**src/cog_map.vh**
```
// Register offsets, field positions and reset values for output gating.
`ifndef COG_MAP_VH
`define COG_MAP_VH

`define COG_ADDR_OUTPUT 12'h000
`define COG_ADDR_CTRL 12'h004
`define COG_ADDR_STATUS 12'h008

`define COG_OUT_HF_EN 0
`define COG_OUT_LF_EN 1
`define COG_OUT_FB_EN 2
`define COG_OUT_FB_SQ 3
`define COG_OUT_DRIVE 4
`define COG_OUT_MAIN_SQ 5
`define COG_OUT_SLEW 6
`define COG_OUT_W 7
`define COG_OUT_RST 7'h6b

`define COG_CTL_HF_DIS 0
`define COG_CTL_LF_DIS 1
`define COG_CTL_FB_DIS 2
`define COG_CTL_RECAL 3
`define COG_CTL_W 4
`define COG_CTL_RST 4'h0

`define COG_ST_LOCKED 0
`define COG_ST_HF_STATE 1
`define COG_ST_LF_STATE 3
`define COG_ST_FB_TOG 5
`define COG_ST_POR 6
`define COG_ST_W 7

`define COG_POR_CYCLES 4'hf

`endif

```
**src/cog_out_sel.v**
```verilog
// Output state decoder for one tri-statable main clock output.
`timescale 1ns/1ps
`default_nettype none

module cog_out_sel (
  // Conditions.
  input wire por_act,
  input wire reset_act,
  input wire oe_pin_n,
  input wire locked,
  input wire squelch_en,
  input wire out_en,
  input wire div_dis,
  // Result: toggle or drive low or high impedance.
  output reg tog,
  output reg drv_low,
  output reg hiz
);

  always @* begin
    tog = 1'b0;
    drv_low = 1'b0;
    hiz = 1'b0;
    if (por_act) begin
      hiz = 1'b1;
    end else if (reset_act) begin
      if (oe_pin_n) begin
        hiz = 1'b1;
      end else begin
        drv_low = 1'b1;
      end
    end else if (oe_pin_n || !out_en) begin
      hiz = 1'b1;
    end else if (div_dis) begin
      drv_low = 1'b1;
    end else if (locked || !squelch_en) begin
      tog = 1'b1;
    end else begin
      drv_low = 1'b1;
    end
  end

endmodule // cog_out_sel

`default_nettype wire

```
**src/cog_gate.v**
```verilog
// Clock output gating control with APB register access.
// Summary of operation
// - Each main output toggles, drives low, or floats.
// - Power-on reset floats; reset pin follows enable pin.
// - Enable pin high or enable bit clear floats.
// - Disabled divider drives low, else toggles.
// - Unlocked with squelch set drives low.
// - One squelch bit serves both main outputs.
// - Feedback clock never floats, ignores enable pin.
// - Feedback toggles only when fully enabled.
// - Feedback squelch has its own bit.
// - Slow edges bit set limits edge rate.
// - Slow edges bit resets to set.
// - Recalibration start drops lock at once.
//
// Decided for this implementation: the register offsets and the APB register port.
`timescale 1ns/1ps
`default_nettype none
`include "cog_map.vh"

module cog_gate (
  // Clock and reset.
  input wire clk,
  input wire rst_b,
  // APB slave.
  input wire psel,
  input wire penable,
  input wire pwrite,
  input wire [11:0] paddr,
  input wire [31:0] pwdata,
  output reg [31:0] prdata,
  output reg pready,
  output reg pslverr,
  // Device pins and clock sources.
  input wire reset_pin_n,
  input wire output_enable_pin_n,
  input wire pll_locked,
  input wire hf_clk_src,
  input wire lf_clk_src,
  input wire fb_clk_src,
  // Clock outputs, the two main ones with enables; enable high means driven.
  output reg hf_diff_clock_out,
  output reg hf_diff_clock_oe,
  output reg lf_cmos_clock_out,
  output reg lf_cmos_clock_oe,
  output reg fb_clock_out,
  // Open-drain lock pin: low drives the pin low.
  output reg lock_detect_n,
  output reg lock_detect_oe,
  // Pad controls for the CMOS output.
  output reg cmos_drive_boost,
  output reg cmos_slow_edges
);

  // ---------------------------------------------------------------
  // Input synchronisers
  // ---------------------------------------------------------------
  reg [4:0] sync1_ff;
  reg [4:0] sync2_ff;
  wire rstpin_s = sync2_ff[0];
  wire oepin_s = sync2_ff[1];
  wire lock_s = sync2_ff[2];

  always @(posedge clk) begin
    if (!rst_b) begin
      sync1_ff <= 5'h00;
      sync2_ff <= 5'h00;
    end else begin
      sync1_ff <= {fb_clk_src, lf_clk_src, pll_locked,
                   output_enable_pin_n, reset_pin_n};
      sync2_ff <= sync1_ff;
    end
  end

  // ---------------------------------------------------------------
  // Power-on reset stretch
  // ---------------------------------------------------------------
  reg [3:0] por_cnt_ff;
  wire por_act = (por_cnt_ff != `COG_POR_CYCLES);

  always @(posedge clk) begin
    if (!rst_b) begin
      por_cnt_ff <= 4'h0;
    end else if (por_act) begin
      por_cnt_ff <= por_cnt_ff + 4'h1;
    end
  end

  // ---------------------------------------------------------------
  // Registers
  // ---------------------------------------------------------------
  reg [`COG_OUT_W-1:0] out_ff;
  reg [`COG_CTL_W-1:0] ctl_ff;
  reg recal_ff;
  wire wr = psel && penable && pwrite;
  wire wr_out = wr && (paddr == `COG_ADDR_OUTPUT);
  wire wr_ctl = wr && (paddr == `COG_ADDR_CTRL);
  wire recal_start = wr_ctl && pwdata[`COG_CTL_RECAL];

  always @(posedge clk) begin
    if (!rst_b) begin
      out_ff <= `COG_OUT_RST;
      ctl_ff <= `COG_CTL_RST;
    end else begin
      if (wr_out) begin
        out_ff <= pwdata[`COG_OUT_W-1:0];
      end
      if (wr_ctl) begin
        ctl_ff <= pwdata[`COG_CTL_W-1:0];
      end
    end
  end

  // Recalibration holds lock low until the PLL reports lock again.
  always @(posedge clk) begin
    if (!rst_b) begin
      recal_ff <= 1'b0;
    end else if (recal_start) begin
      recal_ff <= 1'b1;
    end else if (lock_s) begin
      recal_ff <= 1'b0;
    end
  end

  wire locked = lock_s && !recal_ff && !recal_start;
  wire reset_act = !rstpin_s;
  wire main_sq = out_ff[`COG_OUT_MAIN_SQ];

  // ---------------------------------------------------------------
  // Output state decode
  // ---------------------------------------------------------------
  wire hf_tog;
  wire hf_low;
  wire hf_hiz;
  wire lf_tog;
  wire lf_low;
  wire lf_hiz;

  cog_out_sel u_hf (
    .por_act(por_act),
    .reset_act(reset_act),
    .oe_pin_n(oepin_s),
    .locked(locked),
    .squelch_en(main_sq),
    .out_en(out_ff[`COG_OUT_HF_EN]),
    .div_dis(ctl_ff[`COG_CTL_HF_DIS]),
    .tog(hf_tog),
    .drv_low(hf_low),
    .hiz(hf_hiz)
  );

  cog_out_sel u_lf (
    .por_act(por_act),
    .reset_act(reset_act),
    .oe_pin_n(oepin_s),
    .locked(locked),
    .squelch_en(main_sq),
    .out_en(out_ff[`COG_OUT_LF_EN]),
    .div_dis(ctl_ff[`COG_CTL_LF_DIS]),
    .tog(lf_tog),
    .drv_low(lf_low),
    .hiz(lf_hiz)
  );

  // Feedback clock is never floated and ignores the enable pin.
  wire fb_tog = !por_act && !reset_act && out_ff[`COG_OUT_FB_EN] &&
                !ctl_ff[`COG_CTL_FB_DIS] &&
                (locked || !out_ff[`COG_OUT_FB_SQ]);

  // ---------------------------------------------------------------
  // Registered outputs
  // ---------------------------------------------------------------
  always @(posedge clk) begin
    if (!rst_b) begin
      hf_diff_clock_out <= 1'b0;
      hf_diff_clock_oe <= 1'b0;
      lf_cmos_clock_out <= 1'b0;
      lf_cmos_clock_oe <= 1'b0;
      fb_clock_out <= 1'b0;
      lock_detect_n <= 1'b0;
      lock_detect_oe <= 1'b1;
      cmos_drive_boost <= 1'b0;
      cmos_slow_edges <= 1'b1;
    end else begin
      hf_diff_clock_out <= hf_tog & hf_clk_src;
      hf_diff_clock_oe <= !hf_hiz;
      lf_cmos_clock_out <= lf_tog & sync2_ff[3];
      lf_cmos_clock_oe <= !lf_hiz;
      fb_clock_out <= fb_tog & sync2_ff[4];
      lock_detect_n <= locked;
      lock_detect_oe <= !locked;
      cmos_drive_boost <= out_ff[`COG_OUT_DRIVE];
      cmos_slow_edges <= out_ff[`COG_OUT_SLEW];
    end
  end

  // ---------------------------------------------------------------
  // APB read path
  // ---------------------------------------------------------------
  wire [`COG_ST_W-1:0] status = {por_act, fb_tog, lf_hiz, lf_tog,
                                 hf_hiz, hf_tog, locked};
  wire setup = psel && !penable;
  wire mapped = (paddr == `COG_ADDR_OUTPUT) || (paddr == `COG_ADDR_CTRL) ||
                (paddr == `COG_ADDR_STATUS);

  always @(posedge clk) begin
    if (!rst_b) begin
      prdata <= 32'h0;
      pready <= 1'b0;
      pslverr <= 1'b0;
    end else begin
      pready <= setup;
      pslverr <= setup && !mapped;
      prdata <= 32'h0;
      if (setup && !pwrite) begin
        case (paddr)
          `COG_ADDR_OUTPUT: prdata <= {25'h0, out_ff};
          `COG_ADDR_CTRL: prdata <= {28'h0, recal_ff, ctl_ff[2:0]};
          `COG_ADDR_STATUS: prdata <= {25'h0, status};
          default: prdata <= 32'h0;
        endcase
      end
    end
  end

endmodule // cog_gate

`default_nettype wire

```
**config.mk**
```make
export PLATFORM = sky130hd
export DESIGN_NAME = cog_gate
export DESIGN_NICKNAME = d
export VERILOG_FILES = /design/src/cog_out_sel.v /design/src/cog_gate.v
export VERILOG_INCLUDE_DIRS = /design/src /design/src/src
export SDC_FILE = /design/constraint.sdc
export NUM_CORES = 1
export LEC_CHECK = 0
export BUFFER_PORTS_ARGS = -buffer_cell sky130_fd_sc_hd__buf_4
export CORE_ASPECT_RATIO = 1.25
export CORE_MARGIN = 4
export CORE_UTILIZATION = 48
export DETAILED_ROUTE_END_ITERATION = 10
export GPL_ROUTABILITY_DRIVEN = 0
export PLACE_DENSITY = 0.85
export REMOVE_ABC_BUFFERS = 1
export SLEW_MARGIN = 20
export SYNTH_ARGS = -nofsm -noshare
export SYNTH_HDL_FRONTEND = slang
export SYNTH_HIERARCHICAL = 1
export SYNTH_SLANG_ARGS = --single-unit
```
**constraint.sdc**
```tcl
create_clock -name clk -period 5.55 [get_ports clk]
set_input_delay 0.2775 -clock clk [delete_from_list [all_inputs] [get_ports clk]]
set_output_delay 0.2775 -clock clk [all_outputs]
set_load 0.05 [all_outputs]
```
==> results of run 1 <==
==> flip-flops by register name (all words and copies together), names as in the netlist <==
register	count
sync1_ff	5
lf_cmos_clock_out	1
por_cnt_ff	4
out_ff	7
fb_clock_out	1
cmos_drive_boost	1
cmos_slow_edges	1
prdata	7
ctl_ff	3
recal_ff	1
hf_diff_clock_out	1
lf_cmos_clock_oe	1
pready	1
lock_detect_oe	1
pslverr	1
sync2_ff	5
lock_detect_n	1
hf_diff_clock_oe	1
==> worst max-delay path, delay by kind of cell <==
family / cells / cell delay [ns]
buffers and inverters: 1 / 0.11
and+or+nand+nor: 5 / 1.67
AOI/OAI and AO/OA: 1 / 0.24
==> routing by layer <==
| metal | part of all wire (%) | vias up | track usage [%] | wire length (um) |
|---|---|---|---|---|
| li1 | - | 669 | - | - |
| met1 | 38 | 624 | 15.3 | 1330 |
| met2 | 50 | 60 | 26.1 | 1740 |
| met3 | 10 | 6 | 6.58 | 359 |
| met4 | 1.2 | 0 | 5.30 | 42 |
| met5 | 0 | - | 0 | 0 |
==> metrics by stage <==
stage,utilization [%],area [um^2]
floorplan,-,1660
global placement,57.8,2070
detailed placement,57.8,2070
CTS,61.0,2180
global route,61.0,2180
finish,61.0,2180
==> path summary, 6_finish.rpt <==
kind | endpoint | slack (ns) | cells after the start
hold reg to reg | fb_clock_out | 0.43 | 2
setup reg to reg | prdata[4] | 3.92 | 5
setup / recovery | hf_diff_clock_out | 3.44 | 7
hold / removal | sync1_ff[1] | 0.19 | 2
==> layout by cell type (no fill, tap or decap), drive strengths merged, types with 2 or more instances in the layout <==
| cell type | n |
|---|---|
| o32ai | 4 |
| and2 | 12 |
| nor4 | 3 |
| nand2b | 4 |
| nand3 | 7 |
| inv | 7 |
| buf | 47 |
| clkbuf | 5 |
| a211oi | 2 |
| mux2i | 10 |
| nor2 | 12 |
| or4 | 2 |
| nand3b | 2 |
| clkinv | 2 |
| or4b | 2 |
| o21ai | 7 |
| dfxtp | 43 |
| nand2 | 14 |
| a22o | 3 |
| a21oi | 3 |
| a31oi | 2 |
| and3 | 3 |
| conb | 25 |
| and4 | 2 |
==> final cells by class <==
type / instances / area, um^2
multi-input combinational: 126 / 777
tap: 39 / 48.8
sequential: 43 / 861
clock buffer: 5 / 68.8
inverter: 7 / 26.3
timing repair buffer: 47 / 353
fill: 328 / 1400
clock inverter: 3 / 43.8
==> where the power goes <==
| group | total, mW | internal [mW] | switching [mW] |
|---|---|---|---|
| combinational | 0.0775 | 0.0216 | 0.0559 |
| clock | 0.238 | 0.134 | 0.104 |
| sequential | 0.317 | 0.314 | 0.00275 |
==> results list, run 1 <==
* Shortest period the worst path allows: 2.11 ns
- Number of instances in the placed design: 262
* Maximum fanout encountered on the critical timing path: 9
- For the pin with the worst max-slew slack, the measured transition is roughly 0.5 ns.
- Static Leakage: 1.04 nW
- The cell sitting at the root of the clock tree is a sky130_fd_sc_hd__clkbuf_8.
* Final TNS setup: 0 ns
* Number of clock sinks seen by CTS: 43
- The first global-routing pass estimated approximately 5.7 mm of wire.
- Floorplan core area: about 3600 um^2
- Setup slack after layout: ~3.4 ns
- Top-level I/O count: 98
- F_max: 473 MHz
- Routed wire length: 3.47 mm
- For the worst setup path, the data required time is 5.74 ns.
- Unrepaired setup endpoints after global routing: no
* Synthesis-to-layout area growth: 20.2%
- Num CTS Buffers: 5
- Cells with a size suffix above 1 make up between 20 and 30% of the layout.
- The signal on the critical path passes through buf_4 -> or4_4 -> nor4_4 -> a21oi_1 -> nand2b_4 -> and4_2 -> and3_1.
- Setup Skew: 0.00910 ns
- Row count: 24
- Via density: between 5 and 6
- Status: completed
* Cell Count, Final, Fillers Out: 270
* Slowest-stage cell, CP: sky130_fd_sc_hd__or4_4
- The total overflow left after global routing is 0.
- VDD sags by at most roughly 0.16 mV.
- Detailed placer's ending HPWL: between 2 and 3 mm
- Post-synthesis instance total: 183
* Number of nets at the end of the flow: between 200 and 300
- Start of the worst register-to-register path: por_cnt_ff[0]
- Count of buffers from port buffering: 47
- The H-tree was split into 2 levels.
- Final hold violation count: 0
* Hold_buf cts: 0
- For this design the ratio of total power to cell area is around 290 nW/um^2.
- In the finished design, the share of the clock period the worst path needs comes to a little under two fifths.
- Yosys warnings: 6
- The repair_antennas step left the layout with diodes totalling 0.
* Number of design rule violations left after detail routing: 0
- Worst Hold Class: primary input to flop
- Total GRT Usage: between 10% and 20%
- The number of gates resized after CTS was 0.
- Dividing the synthesized area by the synthesized cell count gives between 9 and 10 um^2.
- Longest individual stage delay on the worst path: between 0.5 and 0.6 ns
- Pin count of the biggest net entering global routing: 35
- Routed wirelength normalized by instance count: around 13 um
* Worst Hold Launch: output_enable_pin_n
- The die is 63.0 um wide.
* Number of setup buffers added after CTS: 0
- Vertical die dimension: 76.7 um
- Effective utilization at floorplan: between 50% and 60%
- CP Launch Type: primary input
- Setup violations remaining at the end of the flow were counted as 0.
* DR pass1 iterations: 4
* CTS clock-pin slew for the worst setup and hold paths: roughly 0.08 ns
- Count of antenna-violating nets left after detailed routing: 0
- Hold timing on the final database bottoms out at a slack of approximately 0.19 ns.
- Clock insertion delay at the later pin of the skew report: around 0.3 ns
- After synthesis the cells add up to about 1800 um^2.
* Max_slew headroom: 65.8%
- Setup WS pre-CTS: 3.12 ns
- The critical path starts at paddr[9].
* Drt initial violations: 54
- The longest clock path from root to sink contains 2 buffers.
- CTS tree: built
* Die Footprint: 4830 um^2
- Total power of the final layout: approximately 0.63 mW
- The final route contains 1,359 vias.
- The number of antenna violations at the first check in global routing was 0.
* Crit Path Class: primary input to flop
- CP Data Arrival Time: about 2.3 ns
- Max-cap violations in this run came to 0.
* Final max-slew violation count: 0
* Vias in the first global route: 1,284
- The worst setup path is captured at a flop.
(Power assumes the default switching activity.)
==> run 2, diff against run 1 <==
--- a/config.mk
+++ b/config.mk
@@ -9,10 +9,10 @@
 export BUFFER_PORTS_ARGS = -buffer_cell sky130_fd_sc_hd__buf_4
 export CORE_ASPECT_RATIO = 1.25
 export CORE_MARGIN = 4
-export CORE_UTILIZATION = 48
+export CORE_UTILIZATION = 40
 export DETAILED_ROUTE_END_ITERATION = 10
 export GPL_ROUTABILITY_DRIVEN = 0
-export PLACE_DENSITY = 0.85
+export PLACE_DENSITY = 0.75
 export REMOVE_ABC_BUFFERS = 1
 export SLEW_MARGIN = 20
 export SYNTH_ARGS = -nofsm -noshare
==> constraint.sdc (replaced) <==
create_clock -name clk -period 1.75 [get_ports clk]
set_input_delay 0.0875 -clock clk [delete_from_list [all_inputs] [get_ports clk]]
set_output_delay 0.0875 -clock clk [all_outputs]
set_load 0.05 [all_outputs]
==> results list, run 2 (synthesized netlist as in run 1, its figures left out) <==
- Status: completed (unchanged)
- Worst Hold Margin: 0.00253 ns (was 0.189 ns)
* Setup slack after layout: 0.190 ns (was 3.44 ns)
- Total number of H-tree levels: 2 (unchanged)
- Routed wirelength normalized by instance count: 11.5 um (was 12.9 um)
- The maximum resistive drop on vdd is 0.518 mV (was 0.161 mV).
* Regs by FF count: out_ff: 7 flops, prdata: 7 flops (unchanged)
* Setup Skew: 0.00826 ns (was 0.00910 ns)
- CP Launch Type: primary input (unchanged)
- Tcrit/Tclk final: 89.1%
- The sequential cell fraction of total power came to 49.8% (was 50.2%).
- Unrepaired setup endpoints after global routing: no (unchanged)
- Critical path data required time: 1.94 ns (was 5.74 ns)
- Worst Hold Launch: pwdata[6] (was output_enable_pin_n)
- The pin count of the biggest net entering global routing is 34 (was 35).
* Antenna diode instance count: 0 (unchanged)
* Row count: 27 (was 24)
- The multi-input logic area came to 782 um^2 (was 777 um^2).
- CTS clock-pin slew for the worst setup and hold paths: 0.08 ns (about the same)
* Final cell area excluding filler cells: 2310 um^2 (was 2180 um^2)
* Maximum buffer depth of the clock tree: 2 (unchanged)
- Crit. End Element: flop (unchanged)
- Leading cell type in the layout, fill and taps excluded: sky130_fd_sc_hd__buf_4 (unchanged)
* Worst hold path endpoint: out_ff[6] (was sync1_ff[1])
- CTS tree: built (unchanged)
* Routed wire length: 3.46 mm (was 3.47 mm)
- Detailed placer's ending HPWL: 2.73 mm (was 2.66 mm)
* Worst reg2reg path endpoint: prdata[4] (unchanged)
- Start of the worst register-to-register path: por_cnt_ff[0] (unchanged)
- Internal reg-to-reg setup slack: 0.23 ns (was 3.92 ns)
* Share of power burned in the clock network: 37.3% (was 37.6%)
- The power per standard cell area is 875 nW/um^2 (was 290 nW/um^2).
* Crit Path Class: primary input to flop (unchanged)
* Proportion of total power due to net switching: 25.7% (about the same)
- Fraction of final layout cells with drive strength greater than 1: 29.6% (was 27.7%)
* Sequential cell area: 861 um^2 (unchanged)
- Top-level I/O count: 98 (unchanged)
* Vertical die dimension: 83.2 um (was 76.7 um)
- The overall die area is 5680 um^2 (was 4830 um^2).
* DR pass1 iterations: 4 (unchanged)
- Internal Power: 1.50 mW (was 0.470 mW)
- The max-slew violation count is 0 (unchanged).
* Wire length of the first global-routing pass: 5.62 mm (was 5.75 mm)
- The path depth of the worst reg2reg path came to 5 (unchanged).
* Effective utilization at floorplan: 41.3% (was 50.7%)
- Number of setup buffers added after CTS: 0 (unchanged)
- Vias in the first global route: 1,300 (was 1,284)
- Maximum fanout encountered on the critical timing path: 4 (was 9)
- The total routing usage reported by global routing was 12.9% (was 14.8%).
* FILL cells: 427 (was 328)
* Count of buffers from port buffering: 47 (unchanged)
- The core footprint is 4390 um^2 (was 3570 um^2).
* CTS root buffer: sky130_fd_sc_hd__clkbuf_8 (unchanged)
- The final antenna-violating net count is 0 (unchanged).
- Total overflow reported by the global router: 0 (unchanged)
- F_max: roughly 640 MHz
* Num CTS Buffers: 5 (unchanged)
* Final setup vio count: 0 (unchanged)
- CP Data Arrival Time: 1.75 ns (was 2.30 ns)
- Synthesis-to-layout area growth: 27.5% (was 20.2%)
* Shortest period the worst path allows: 1.56 ns
- The via total after detailed routing was 1,355 (was 1,359).
* Worst Hold Class: primary input to flop (unchanged)
- Drt initial violations: 65 (was 54)
* Via density: 4.50 (was 5.03)
- Leading cell types in the layout, fill and taps excluded: 54 x sky130_fd_sc_hd__buf_4, 43 x sky130_fd_sc_hd__dfxtp_1, 25 x sky130_fd_sc_hd__conb_1, 14 x sky130_fd_sc_hd__nand2_1 (was 47 x sky130_fd_sc_hd__buf_4, 43 x sky130_fd_sc_hd__dfxtp_1, 25 x sky130_fd_sc_hd__conb_1, 14 x sky130_fd_sc_hd__nand2_1)
- Number of design rule violations left after detail routing: 0 (unchanged)
- The worst setup timing slack at the placement stage is -0.130 ns (was 3.12 ns).
- The hold path depth came to 3 (was 2).
- The number of antenna violations at the first check in global routing came to 0 (unchanged).
* Number of clock sinks seen by CTS: 43 (unchanged)
* Die X: 68.2 um (was 63.0 um)
- Static Leakage: 1.09 nW (was 1.04 nW)
- The power spent charging and discharging nets is 0.519 mW (was 0.162 mW).
- The total of max-cap violations came to 0 (unchanged).
- The area of placed instances came to 2140 um^2 (was 2070 um^2).
- Logic pwr share: 13.0% (was 12.3%)
* Number of nets at the end of the flow: 298 (was 286)
- The total count of hold-check failures in the final report came to 0 (unchanged).
- The insertion delay of the later-clocked pin in the worst-skew pair was 0.30 ns (about the same).
-- run 2: per-layer routing --
layer,vias to the layer above,wire length [um],track usage (%)
met2,56,1680,22.6
met3,7,332,4.06
li1,695,-,-
met5,-,0,0
met4,0,56,5.42
met1,597,1390,13.6
-- run 2: per-stage QoR --
stage / power [mW] / cells / util [%] / TNS, ns
after floorplan: 1.19 / 176 / - / -0.427
after global placement: 1.28 / 288 / 48.8 / -0.841
after detailed placement: 1.28 / 288 / 48.8 / -1.12
after CTS: 2.05 / 301 / 52.5 / 0
after global routing: 2.10 / 301 / 52.6 / 0
final: 2.02 / 301 / 52.6 / 0
-- run 2: layout make-up --
type / count / share of cell area [%]
Clock inverter: 3 / 1.90
Inverter: 7 / 1.14
Tap cell: 58 / 3.14
Timing Repair Buffer: 59 / 19.7
Sequential cell: 43 / 37.3
Clock buffer: 5 / 2.98
Multi-Input combinational cell: 126 / 33.9
-- run 2: worst max-delay path, stage by stage --
cell and delay [ns]:
sky130_fd_sc_hd__buf_4 0.11, sky130_fd_sc_hd__or4_4 0.57, sky130_fd_sc_hd__nor4_4 0.32, sky130_fd_sc_hd__a21oi_1 0.15, sky130_fd_sc_hd__nand2b_4 0.15, sky130_fd_sc_hd__and4_2 0.23, sky130_fd_sc_hd__and3_1 0.14
-- run 2: worst max path at each step --
stage,start,end,slack [ns],depth (start not counted)
final,paddr[9],lf_cmos_clock_out,0.19,7
after detailed placement,paddr[9],lf_cmos_clock_out,-0.13,7
after floorplan,paddr[9],hf_diff_clock_out,-0.11,6
after global placement,paddr[9],lf_cmos_clock_out,-0.10,7
after CTS,por_cnt_ff[0],prdata[4],0.14,5
after global routing,por_cnt_ff[0],prdata[4],0.11,5
-- run 2: power by group through the flow --
stage | clock network (mW) | logic (mW) | registers [mW]
6_report | 0.753 | 0.262 | 1.01
3_5_place_dp | 0 | 0.253 | 1.03
3_3_place_gp | 0 | 0.251 | 1.03
4_1_cts | 0.779 | 0.262 | 1.01
5_1_grt | 0.813 | 0.281 | 1.01
2_1_floorplan | 0 | 0.154 | 1.04
-- run 2: timing repair --
item,CTS,global route
setup endpoints to repair,0,1
hold buffers,5,0
endpoints found under the hold margin,5,0
resized for setup,0,1
